===== src/cive_defs.vh =====
// cive_defs.vh: register map, field positions, reset values and code points
// of the six-channel current input value encoder.
// assumes: included by bare name from the encoder and its value store.
`ifndef CIVE_DEFS_VH
`define CIVE_DEFS_VH

// ----------------------------------------------------------------------
// geometry
// ----------------------------------------------------------------------
`define CIVE_CHANNELS 6
`define CIVE_RAW_W 17
`define CIVE_VAL_W 16
`define CIVE_ADDR_W 8

// ----------------------------------------------------------------------
// register byte addresses
// ----------------------------------------------------------------------
`define CIVE_ADDR_CONFIG 8'h00
`define CIVE_ADDR_EVENTS 8'h04
`define CIVE_ADDR_MASK 8'h08
`define CIVE_ADDR_STATE 8'h0C
`define CIVE_ADDR_VALUE0 8'h10
`define CIVE_ADDR_VALUE5 8'h24

// ----------------------------------------------------------------------
// field positions (each field is six bits, one per channel)
// ----------------------------------------------------------------------
`define CIVE_CFG_RANGE_LSB 0
`define CIVE_CFG_WB_LSB 8
`define CIVE_CFG_PROTO_LSB 16
`define CIVE_EV_WB_LSB 0
`define CIVE_EV_UF_LSB 8
`define CIVE_EV_OF_LSB 16
`define CIVE_ST_FAULT_LSB 0
`define CIVE_ST_PROTO_LSB 8

// ----------------------------------------------------------------------
// reset values
// ----------------------------------------------------------------------
`define CIVE_CONFIG_RST 32'h0000_0000
`define CIVE_MASK_RST 32'h0000_0000
`define CIVE_EVENTS_RST 32'h0000_0000

// ----------------------------------------------------------------------
// raw current code: lsb 578.7 nA, 4 mA = 6912, 20 mA = 34560
// ----------------------------------------------------------------------
`define CIVE_RAW_4MA 18'h0_1B00
`define CIVE_SCALE_0_20 17'h0_6667
`define CIVE_RAW_WB_0_20 17'h0_0300
`define CIVE_RAW_WB_4_20 17'h0_184D

// ----------------------------------------------------------------------
// encoded value limits and codes (18-bit signed working width)
// ----------------------------------------------------------------------
`define CIVE_OVER_LIM 18'h0_7EFF
`define CIVE_UNDER_LIM 18'h3_E800
`define CIVE_CODE_HIGH 16'h7FFF
`define CIVE_CODE_LOW 16'h8000

// ----------------------------------------------------------------------
// bus answers
// ----------------------------------------------------------------------
`define CIVE_RESP_OKAY 2'b00
`define CIVE_RESP_SLVERR 2'b10

`endif


===== src/cive_value_store.v =====
// cive_value_store.v: eight-word store of encoded process values.
// assumes: one write port from the encoder, one read port from the bus,
// both on aclk; read data is registered, one cycle after the address.
`timescale 1ns/1ps
`default_nettype none
`include "cive_defs.vh"

module cive_value_store (
	// clock and reset
	input wire aclk,
	input wire aresetn,
	// write side
	input wire wr_en,
	input wire [2:0] wr_addr,
	input wire [15:0] wr_data,
	// read side
	input wire [2:0] rd_addr,
	output reg [15:0] rd_data
);

	reg [15:0] mem [0:7];
	integer i;

	always @(posedge aclk) begin
		if (!aresetn) begin
			for (i = 0; i < 8; i = i + 1) begin
				mem[i] <= 16'h0000;
			end
			rd_data <= 16'h0000;
		end else begin
			if (wr_en) begin
				mem[wr_addr] <= wr_data;
			end
			rd_data <= mem[rd_addr];
		end
	end

endmodule
`default_nettype wire


===== src/cive_encoder.v =====
// cive_encoder.v: encodes digitised current readings of six channels into
// signed 16-bit process values, with range, wire-break and limit handling.
// assumes: samples arrive from same-clock converter logic; protocol running
// flags come from the modem side and are synchronised here.
`timescale 1ns/1ps
`default_nettype none
`include "cive_defs.vh"

// Notes on behaviour
// six independent channels, each with its own value and diagnostics.
// values are 16-bit two's complement, sign in bit 15.
// zero-based 20 mA range always checks wire break, whatever the config.
// zero-based range: below 0.4444 mA gives wire-break code 7FFF.
// 4-20 mA wire-break check is per channel; enabled it skips underflow.
// 4-20 mA with wire-break check: below 3.6 mA gives 7FFF.
// 4-20 mA without wire-break check: below 0.4444 mA gives 8000.
// one controller variant substitutes zero for the limit codes.
// the other controller variant outputs its programmed fail-safe value.
// field protocol only on 4-20 mA channels, never on zero-based range.
// protocol indicator lit only when enabled and actually running.
// range start encodes 0, 20 mA 27648, overrange 32511, underrange -6144.
// above overrange gives 32767; 4-20 mA without wire-break check below underrange gives -32768.
module cive_encoder (
	// clock and reset
	input wire aclk,
	input wire aresetn,
	// converter samples
	input wire sample_valid,
	input wire [2:0] sample_channel,
	input wire [16:0] sample_raw,
	// field protocol modem
	input wire [5:0] protocol_running,
	output wire [5:0] protocol_allowed,
	// indicators
	output reg [5:0] channel_fault_indicator,
	output wire [5:0] channel_protocol_status_indicator,
	output wire group_fault_indicator,
	output wire irq,
	// axi4-lite write address
	input wire [7:0] s_axi_awaddr,
	input wire s_axi_awvalid,
	output wire s_axi_awready,
	// axi4-lite write data
	input wire [31:0] s_axi_wdata,
	input wire [3:0] s_axi_wstrb,
	input wire s_axi_wvalid,
	output wire s_axi_wready,
	// axi4-lite write response
	output reg [1:0] s_axi_bresp,
	output reg s_axi_bvalid,
	input wire s_axi_bready,
	// axi4-lite read address
	input wire [7:0] s_axi_araddr,
	input wire s_axi_arvalid,
	output wire s_axi_arready,
	// axi4-lite read data
	output reg [31:0] s_axi_rdata,
	output reg [1:0] s_axi_rresp,
	output reg s_axi_rvalid,
	input wire s_axi_rready
);

	// ------------------------------------------------------------------
	// registers
	// ------------------------------------------------------------------
	reg [31:0] config_reg;
	reg [31:0] events;
	reg [31:0] mask;
	reg [5:0] run_meta;
	reg [5:0] run_sync;

	wire [5:0] range_4_20 = config_reg[`CIVE_CFG_RANGE_LSB +: 6];
	wire [5:0] wb_enable = config_reg[`CIVE_CFG_WB_LSB +: 6];
	wire [5:0] proto_enable = config_reg[`CIVE_CFG_PROTO_LSB +: 6];

	// ------------------------------------------------------------------
	// field protocol gating
	// ------------------------------------------------------------------
	assign protocol_allowed = proto_enable & range_4_20;
	assign channel_protocol_status_indicator = protocol_allowed & run_sync;

	always @(posedge aclk) begin
		if (!aresetn) begin
			run_meta <= 6'h00;
			run_sync <= 6'h00;
		end else begin
			run_meta <= protocol_running;
			run_sync <= run_meta;
		end
	end

	// ------------------------------------------------------------------
	// scaling of the sample
	// ------------------------------------------------------------------
	// 0-20 mA: times 0.8 by a fixed multiply; 4-20 mA: remove 4 mA offset
	wire [32:0] product = {16'h0000, sample_raw} * {16'h0000, `CIVE_SCALE_0_20};
	wire [17:0] scaled_0_20 = product[32:15];
	wire [17:0] scaled_4_20 = {1'b0, sample_raw} - `CIVE_RAW_4MA;
	wire ch_valid = (sample_channel < 3'd6);
	wire sel_4_20 = ch_valid ? range_4_20[sample_channel] : 1'b0;
	wire sel_wb = ch_valid ? wb_enable[sample_channel] : 1'b0;
	wire [17:0] scaled = sel_4_20 ? scaled_4_20 : scaled_0_20;

	reg [15:0] next_value;
	reg hit_wb;
	reg hit_uf;
	reg hit_of;

	always @* begin
		hit_wb = 1'b0;
		hit_uf = 1'b0;
		hit_of = 1'b0;
		next_value = scaled[15:0];
		if (!sel_4_20) begin
			// wire-break check here ignores the config bit
			if (sample_raw < `CIVE_RAW_WB_0_20) begin
				hit_wb = 1'b1;
				next_value = `CIVE_CODE_HIGH;
			end
		end else if (sel_wb) begin
			// underflow check not made while wire-break check is on
			if (sample_raw < `CIVE_RAW_WB_4_20) begin
				hit_wb = 1'b1;
				next_value = `CIVE_CODE_HIGH;
			end
		end else if ($signed(scaled) < $signed(`CIVE_UNDER_LIM)) begin
			hit_uf = 1'b1;
			next_value = `CIVE_CODE_LOW;
		end
		if (!hit_wb && !hit_uf && ($signed(scaled) > $signed(`CIVE_OVER_LIM))) begin
			hit_of = 1'b1;
			next_value = `CIVE_CODE_HIGH;
		end
	end

	wire take = sample_valid & ch_valid;

	// ------------------------------------------------------------------
	// per-channel diagnostics
	// ------------------------------------------------------------------
	wire [31:0] ev_set;
	genvar g;
	generate
		for (g = 0; g < 6; g = g + 1) begin : g_chan
			localparam [2:0] CH_ID = g;
			wire mine = take & (sample_channel == CH_ID);
			assign ev_set[`CIVE_EV_WB_LSB + g] = mine & hit_wb;
			assign ev_set[`CIVE_EV_UF_LSB + g] = mine & hit_uf;
			assign ev_set[`CIVE_EV_OF_LSB + g] = mine & hit_of;
			always @(posedge aclk) begin
				if (!aresetn) begin
					channel_fault_indicator[g] <= 1'b0;
				end else if (mine) begin
					channel_fault_indicator[g] <= hit_wb | hit_uf | hit_of;
				end
			end
		end
	endgenerate
	assign ev_set[7:6] = 2'b00;
	assign ev_set[15:14] = 2'b00;
	assign ev_set[31:22] = 10'h000;

	assign group_fault_indicator = |channel_fault_indicator;
	assign irq = |(events & mask);

	// ------------------------------------------------------------------
	// value store
	// ------------------------------------------------------------------
	reg [2:0] rd_index;
	wire [2:0] rd_pick;
	wire [15:0] stored_value;

	cive_value_store u_store (
		.aclk(aclk),
		.aresetn(aresetn),
		.wr_en(take),
		.wr_addr(sample_channel),
		.wr_data(next_value),
		.rd_addr(rd_pick),
		.rd_data(stored_value)
	);

	// ------------------------------------------------------------------
	// axi4-lite write path
	// ------------------------------------------------------------------
	reg aw_held;
	reg w_held;
	reg [7:0] aw_addr;
	reg [31:0] w_data;
	reg [3:0] w_strb;

	assign s_axi_awready = !aw_held && !s_axi_bvalid;
	assign s_axi_wready = !w_held && !s_axi_bvalid;

	wire do_write = aw_held && w_held && !s_axi_bvalid;
	wire [31:0] byte_mask = {{8{w_strb[3]}}, {8{w_strb[2]}}, {8{w_strb[1]}}, {8{w_strb[0]}}};
	wire wr_config = do_write && (aw_addr[7:2] == `CIVE_ADDR_CONFIG >> 2);
	wire wr_events = do_write && (aw_addr[7:2] == `CIVE_ADDR_EVENTS >> 2);
	wire wr_mask = do_write && (aw_addr[7:2] == `CIVE_ADDR_MASK >> 2);
	wire [31:0] ev_clear = wr_events ? (w_data & byte_mask) : 32'h0000_0000;
	// only the six-bit fields exist in the writable registers
	wire [31:0] field_bits = 32'h003F_3F3F;

	always @(posedge aclk) begin
		if (!aresetn) begin
			aw_held <= 1'b0;
			w_held <= 1'b0;
			aw_addr <= 8'h00;
			w_data <= 32'h0000_0000;
			w_strb <= 4'h0;
			s_axi_bvalid <= 1'b0;
			s_axi_bresp <= `CIVE_RESP_OKAY;
			config_reg <= `CIVE_CONFIG_RST;
			mask <= `CIVE_MASK_RST;
			events <= `CIVE_EVENTS_RST;
		end else begin
			if (s_axi_awvalid && s_axi_awready) begin
				aw_held <= 1'b1;
				aw_addr <= s_axi_awaddr;
			end
			if (s_axi_wvalid && s_axi_wready) begin
				w_held <= 1'b1;
				w_data <= s_axi_wdata;
				w_strb <= s_axi_wstrb;
			end
			if (do_write) begin
				aw_held <= 1'b0;
				w_held <= 1'b0;
				s_axi_bvalid <= 1'b1;
				s_axi_bresp <= (wr_config || wr_events || wr_mask) ?
					`CIVE_RESP_OKAY : `CIVE_RESP_SLVERR;
			end else if (s_axi_bvalid && s_axi_bready) begin
				s_axi_bvalid <= 1'b0;
			end
			if (wr_config) begin
				config_reg <= ((config_reg & ~byte_mask) | (w_data & byte_mask)) & field_bits;
			end
			if (wr_mask) begin
				mask <= ((mask & ~byte_mask) | (w_data & byte_mask)) & field_bits;
			end
			// a new event in the clearing cycle survives the clear
			events <= (events & ~ev_clear) | ev_set;
		end
	end

	// ------------------------------------------------------------------
	// axi4-lite read path
	// ------------------------------------------------------------------
	localparam RD_IDLE = 2'd0;
	localparam RD_FETCH = 2'd1;
	localparam RD_RESP = 2'd2;

	reg [1:0] rd_state;
	reg [7:0] ar_addr;

	assign s_axi_arready = (rd_state == RD_IDLE);
	// store output is registered: the index must go in at the address edge
	assign rd_pick = (rd_state == RD_IDLE) ? s_axi_araddr[4:2] - 3'd4 : rd_index;

	wire [5:0] ar_word = ar_addr[7:2];
	wire is_value = (ar_word >= (`CIVE_ADDR_VALUE0 >> 2)) && (ar_word <= (`CIVE_ADDR_VALUE5 >> 2));
	wire [7:0] value_ofs = ar_addr - `CIVE_ADDR_VALUE0;

	always @(posedge aclk) begin
		if (!aresetn) begin
			rd_state <= RD_IDLE;
			ar_addr <= 8'h00;
			rd_index <= 3'd0;
			s_axi_rvalid <= 1'b0;
			s_axi_rdata <= 32'h0000_0000;
			s_axi_rresp <= `CIVE_RESP_OKAY;
		end else begin
			case (rd_state)
				RD_IDLE: begin
					if (s_axi_arvalid) begin
						ar_addr <= s_axi_araddr;
						rd_index <= rd_pick;
						rd_state <= RD_FETCH;
					end
				end
				RD_FETCH: begin
					s_axi_rvalid <= 1'b1;
					s_axi_rresp <= `CIVE_RESP_OKAY;
					rd_state <= RD_RESP;
					if (is_value) begin
						// sign extended so software sees a signed word
						s_axi_rdata <= {{16{stored_value[15]}}, stored_value};
					end else if (ar_word == (`CIVE_ADDR_CONFIG >> 2)) begin
						s_axi_rdata <= config_reg;
					end else if (ar_word == (`CIVE_ADDR_EVENTS >> 2)) begin
						s_axi_rdata <= events;
					end else if (ar_word == (`CIVE_ADDR_MASK >> 2)) begin
						s_axi_rdata <= mask;
					end else if (ar_word == (`CIVE_ADDR_STATE >> 2)) begin
						s_axi_rdata <= {16'h0000, 2'b00, channel_protocol_status_indicator,
							2'b00, channel_fault_indicator};
					end else begin
						s_axi_rdata <= 32'h0000_0000;
						s_axi_rresp <= `CIVE_RESP_SLVERR;
					end
				end
				RD_RESP: begin
					if (s_axi_rready) begin
						s_axi_rvalid <= 1'b0;
						rd_state <= RD_IDLE;
					end
				end
				default: begin
					rd_state <= RD_IDLE;
					s_axi_rvalid <= 1'b0;
				end
			endcase
		end
	end

	// index is only meaningful for value words; unused offset bits drop here
	wire unused_ofs = |{value_ofs[7:5], value_ofs[1:0]};

endmodule
`default_nettype wire


===== config.mk =====
export PLATFORM = sky130hd
export DESIGN_NAME = cive_encoder
export DESIGN_NICKNAME = d
export VERILOG_FILES = /design/src/cive_value_store.v /design/src/cive_encoder.v
export VERILOG_INCLUDE_DIRS = /design/src
export SDC_FILE = /design/constraint.sdc
export NUM_CORES = 1
export LEC_CHECK = 0
export ABC_AREA = 1
export BUFFER_PORTS_ARGS = -buffer_cell sky130_fd_sc_hd__clkbuf_2
export CORE_MARGIN = 8
export CORE_UTILIZATION = 55
export DETAILED_ROUTE_END_ITERATION = 8
export GPL_TIMING_DRIVEN = 0
export HOLD_SLACK_MARGIN = 0.03
export PLACE_DENSITY = 0.74
export SYNTH_ARGS = -nofsm -noshare
export SYNTH_HDL_FRONTEND = slang
export SYNTH_HIERARCHICAL = 1
export SYNTH_SLANG_ARGS = --single-unit

===== constraint.sdc =====
create_clock -name aclk -period 11.7 [get_ports aclk]
set_input_delay 2.925 -clock aclk [delete_from_list [all_inputs] [get_ports aclk]]
set_output_delay 2.925 -clock aclk [all_outputs]
set_load 0.03 [all_outputs]

==> results.md, run 1 <==
* PortBufs at 139
* Final Max Tran Viols at 0
* Site Rows at 70
* RSZ-0062 raised after global routing: no
* CTS H-tree depth at 2
* Pwr dens at 234.9 nW/um2
* DR vias/cell at 5.390
* Initial DRC Count at between 1500 and 2000
* Leakage at between 0.01 and 0.015 uW
* Worst hold path class: register to register
* Worst Tran Pin Value at approximately 1.1 ns
* Clock Latency Late Sink at 0.54 ns
* Area occupied by multi-input gates at 10110 um2
* Peak VDD IR at about 0.18 mV
* Die area at 43610 um2
* Pin count of the biggest net entering global routing at 17
* Clock Path Buffers at 3
* Ys flop type: dfxtp_1
* Unique masters post-synth at a little under 50
* Top Ports at approximately 150
* CTS buffer count at 35
* CTS tree: built
* Post-synthesis average cell area at 7.695 um2
* Drt drc at 0
* Final Util at 0.6260
* Initial Util at 0.5587
* Global route hottest layer: met2
* Reg2Reg Setup Slack at roughly 8.5 ns
* CTS resizes at 0
* Fin nets at 3154
* Met1 Use GR at 0.3567
* Vias in the first global route at 17752
* Synth area leader: dfxtp_1
* Antenna fix cells at 0
* Die Ht at 208.8 um
* Post-Route WL at 59460 um
* Layout fillers at 3252
* Clock sinks at 321
* Hpwl dp at 46570 um
* Vias post-DR at approximately 18000
* Final ANT Viol Nets at 0
* Setup Fix Bufs, Post-CTS at 0
* Fmax at about 0.11 GHz
* Final setup fails at 0
* FF/Latch Area at 7707 um2
* Critical path class: input pin to register
* Area share of the largest cell type after synthesis at 0.1889
* Placement Setup Slack at just over 2 ns
* Hold buffer count at CTS at 0
* Die Wd at between 200 and 250 um
* DRT Pass-1 Iters at 7
* Critical Path Fanout Max at 10
* R2R cell count at 17
* Wire per inst at 17.88 um
* Crit start category: input pin
* EDFF count, synth at 128
* Max-cap violations at 0
* Worst EP arrival at 9.43 ns
* Synthesis warning total at 6
* Critical path capture point type: register
* Grt met3 use at 0.04744
* Minimum clock period at 9.173 ns
* Asr flop ratio synth at 0
* Seq cells post-synth at approximately 320
* Seq/Total Area, Yosys at 0.3768
* Critical Path RT at 11.96 ns
* Setup TNS at 0 ns
* Outcome: finished, final reports clean
* Clk root buf: clkbuf_16
* Gate Count Post-Synth at 2658
* Final Hold Viols at 0
* Antenna violations before repair at 1
* Commonest non-fill, non-tap cell in the layout: inv_1
* Final WS setup at about 2.5 ns
* Placer congestion estimate at 1.004
* Rel. slew slack at 0.2694
* Worst Skew at 0.02630 ns
* Tcrit/Tclk final at 0.7841
* Slowest CP cell: fa_1
* Core area at 36610 um2
* Hold path depth at 2
* Area growth, synth to finish at 12.06%
* First-pass GRT wire length at 94320 um
* Share of layout cells above drive strength 1 at 0.08887
* Overflow after GRT at 0
* Post-synthesis cell area at 20450 um2
* Synth top area cells: dfxtp_1, edfxtp_1, inv_1
* Total GRT Usage at 0.2709
* Most frequent cells in the layout: inv_1, nand2_1, nor2_1, dfxtp_1, nand3_1
* Worst path max stage delay at 0.56 ns
* Clk slew on worst S/H paths at 0.06 ns
* Met2 usage at 0.4370
[critical path, delay by kind of cell]
| family | cells | cell delay, ns |
|---|---|---|
| compound gates | 1 | 0.18 |
| fa+ha+maj | 7 | 3.38 |
| simple gates | 13 | 1.63 |
| buf+inv | 9 | 1.28 |
[stage by stage]
stage               cells  hold slack (ns)  power [uW]  area [um2]
detailed placement   3266           0.4051        4227       21740
global placement     3266           0.4039        4192       21740
global route         3326           0.4328        5888       22920
floorplan            2659           0.3905        3413       20460
CTS                  3326           0.4163        5362       22920
finish               3326           0.4136        5384       22920
[cell type report]
cell class,instances,share of cell area
plain buffers,88,0.02058
clock buffers,50,0.04558
clock inverters,10,0.005950
inverters,577,0.09450
multi-input cells,1673,0.4412
flip-flops and latches,321,0.3363
well taps,468,0.02555
repair buffers,139,0.03035
[final timing paths]
| kind | from | endpoint |
|---|---|---|
| setup reg to reg | register | u_store/mem[7][7] |
| setup / recovery | sample_raw[8] | u_store/mem[7][15] |
| hold / removal | run_meta[2] | run_sync[2] |
| hold reg to reg | run_meta[2] | run_sync[2] |
[metal layers]
metal	share of wire	wire, um
met1	0.42	25030
met2	0.45	26560
met3	0.088	5243
met4	0.044	2607
met5	0.00019	11
[kinds of logic after synthesis]
family	count (synthesis)	synth area share
simple gates	1085	0.2159
flops	321	0.3768
other cells	1	0.0001833
fa+ha+maj	233	0.1741
buf+inv	665	0.1290
xor+xnor	15	0.006423
compound gates	338	0.09763
[cell usage after synthesis, types with 12 or more instances]
cell	number
nand3_1	173
buf_2	17
a31oi_1	12
ha_1	147
dfxtp_1	193
buf_6	12
a211oi_1	27
a21oi_1	116
inv_1	566
fa_1	86
edfxtp_1	128
clkbuf_1	43
o21ai_0	104
nand2_1	541
o31ai_1	18
o211ai_1	17
nor2_1	327
[where the power goes]
group          leakage (uW)  internal (uW)  switching, uW
combinational       0.00837            946           2050
clock              0.000581            671            458
sequential          0.00290           1230           30.7
total                0.0119           2850           2530
Power figures use the tool's default switching activity.
==> run 2, diff against run 1 <==
--- a/config.mk
+++ b/config.mk
@@ -13,7 +13,7 @@
 export DETAILED_ROUTE_END_ITERATION = 8
 export GPL_TIMING_DRIVEN = 0
 export HOLD_SLACK_MARGIN = 0.03
-export PLACE_DENSITY = 0.74
+export PLACE_DENSITY = 0.77
 export SYNTH_ARGS = -nofsm -noshare
 export SYNTH_HDL_FRONTEND = slang
 export SYNTH_HIERARCHICAL = 1
==> constraint.sdc (replaced) <==
create_clock -name aclk -period 8.27 [get_ports aclk]
set_input_delay 2.0675 -clock aclk [delete_from_list [all_inputs] [get_ports aclk]]
set_output_delay 2.0675 -clock aclk [all_outputs]
set_load 0.03 [all_outputs]
==> results.md, run 2 (synthesis gave the netlist of run 1 again) <==
* Wire per inst at 18.16 um (+1.6%)
* Outcome: finished, final reports clean
* Final Max Tran Viols at 0 (unchanged)
* Finished layout cell area at 23250 um2 (+1.4%)
* Critical Path Fanout Max at 10 (unchanged)
* Drt drc at 0 (unchanged)
* Site Rows at 70 (unchanged)
* Tcrit/Tclk final at 0.9700
* Crit start category: input pin
* Clock sinks at 321 (unchanged)
* Die Ht at 208.8 um (unchanged)
* Most frequent cells in the layout: inv_1, nand2_1, nor2_1, dfxtp_1, nand3_1
* Critical Path RT at 8.64 ns (-3.32 ns)
* CTS tree: built
* Rel. slew slack at 0.3195 (+0.05018)
* Peak VDD IR at 0.3199 mV (+76%)
* Clock Path Buffers at 3 (unchanged)
* Share of layout cells above drive strength 1 at 0.1097 (+0.02081)
* Worst hold path class: register to register
* Final ANT Viol Nets at 0 (unchanged)
* First-pass GRT wire length at 94580 um (+0.27%)
* Hold path depth at 2 (unchanged)
* Worst Hold Endpoint: run_sync[0]
* RR Endpoint: u_store/mem[3][4]
* HP Start: run_meta[0]
* Top Ports at 147 (unchanged)
* Placer congestion estimate at 0.9918 (-1.2%)
* Fin nets at 3176 (+0.70%)
* Vias in the first global route at 17723 (-0.16%)
* Clk root buf: clkbuf_16
* Initial Util at 0.5587 (unchanged)
* Reg2Reg Setup Slack at 5.13 ns (-3.38 ns)
* Critical path capture point type: register
* Clk slew on worst S/H paths at 0.06 ns (about the same)
* Initial DRC Count at 1871 (-1.6%)
* DRT Pass-1 Iters at 6 (-1)
* Clock Latency Late Sink at 0.54 ns (about the same)
* Minimum clock period at roughly 8.0 ns
* Max-cap violations at 0 (unchanged)
* DR vias/cell at 5.444 (+0.99%)
* Die Wd at 208.8 um (unchanged)
* Slowest CP cell: fa_1
* Vias post-DR at 18236 (+1.7%)
* Core area at 36610 um2 (unchanged)
* Tot Pwr at 7857 uW (+46%)
* Worst Skew at 0.02386 ns (-0.002444 ns)
* CTS H-tree depth at 2 (unchanged)
* R2R cell count at 16 (-1)
* Fmax at 0.1247 GHz
* CTS buffer count at 35 (unchanged)
* Hold buffer count at CTS at 0 (unchanged)
* Die area at 43610 um2 (unchanged)
* Post-DP Area at 21740 um2 (unchanged)
* Critical path class: input pin to register
* PortBufs at 139 (unchanged)
* Pin count of the biggest net entering global routing at 17 (unchanged)
* Overflow after GRT at 0 (unchanged)
* Worst path max stage delay at 0.58 ns (+0.02 ns)
* Commonest non-fill, non-tap cell in the layout: inv_1
* Hpwl dp at 46740 um (+0.36%)
* Hold_ws at 0.4119 ns (-0.001775 ns)
* Total GRT Usage at 0.2711 (about the same)
* RSZ-0062 raised after global routing: yes
* Worst EP arrival at 8.39 ns (-1.04 ns)
* Final Hold Viols at 0 (unchanged)
* Leakage at 0.01188 uW (+0.19%)
* Pwr dens at 338.0 nW/um2 (+44%)
* Post-Route WL at 60820 um (+2.3%)
* Antenna violations before repair at 1 (unchanged)
* Area growth, synth to finish at 13.66%
* Final setup fails at 0 (unchanged)
* Worst Tran Pin Value at 1.012 ns (-0.07464 ns)
* Setup TNS at 0 ns (unchanged)
-- run 2: cell count changes in the layout (fill, tap and decap cells not counted), moves of 6 or more --
cell	delta
clkinvlp_4	+13
inv_1	-15
clkbuf_4	+6
buf_4	+21
nor2_2	+14
clkbuf_2	-6
nor2_1	-15
-- run 2: critical path, delay by kind of cell --
family          cells  cell delay (ns)
compound gates      2             0.35
fa+ha+maj           7             3.29
buf+inv            10             1.23
simple gates       13             1.45
-- run 2: routing by layer --
metal  routed length [um]  GRT usage  part of all wire  vias up
li1                     -          -                 -     8727
met3                 5662    0.04789             0.093      159
met2                27470     0.4422              0.45      891
met5                    0          0                 0        -
met4                 2746     0.1140             0.045        0
met1                24940     0.3520              0.41     8459
-- run 2: power breakdown --
group	internal (uW)	leakage (uW)	switching [uW]
Clock	937	0.000574	649
Combinational	1440	0.00840	3050
Sequential	1740	0.00290	45.6
Total	4120	0.0119	3740
-- run 2: per-stage QoR --
| step | setup slack (ns) | utilization | std cells |
|---|---|---|---|
| 2_1_floorplan | 0.7219 | - | 2659 |
| 3_5_place_dp | -0.4451 | 0.5938 | 3266 |
| 3_3_place_gp | -0.4149 | 0.5938 | 3266 |
| 4_1_cts | 0.06016 | 0.6257 | 3327 |
| 6_report | 0.2478 | 0.6350 | 3350 |
| 5_1_grt | -0.02132 | 0.6350 | 3350 |
-- run 2: worst max-delay path by stage --
stage	endpoint	slack [ns]	startpoint
after CTS	u_store/mem[1][10]	0.06	sample_raw[7]
after global placement	u_store/mem[5][15]	-0.41	sample_raw[8]
after detailed placement	u_store/mem[5][15]	-0.45	sample_raw[7]
after floorplan	u_store/mem[0][15]	0.72	sample_raw[7]
final	u_store/mem[3][13]	0.25	sample_raw[14]
after global routing	u_store/mem[3][13]	-0.02	sample_raw[14]
-- run 2: cell type report --
type                    instances  area (um2)
diodes                          1       2.502
plain buffers                  88       471.7
clock buffers                  47       983.4
clock inverters                14       185.2
fillers                      3242       13360
inverters                     577        2215
multi-input cells            1673       10210
flip-flops and latches        321        7707
well taps                     468       585.6
repair buffers                161       888.4
-- run 2: what timing repair did --
item | in CTS | in global routing
buffers inserted | 0 | 22
setup endpoints to repair | 0 | 128
resized for setup | 0 | 56
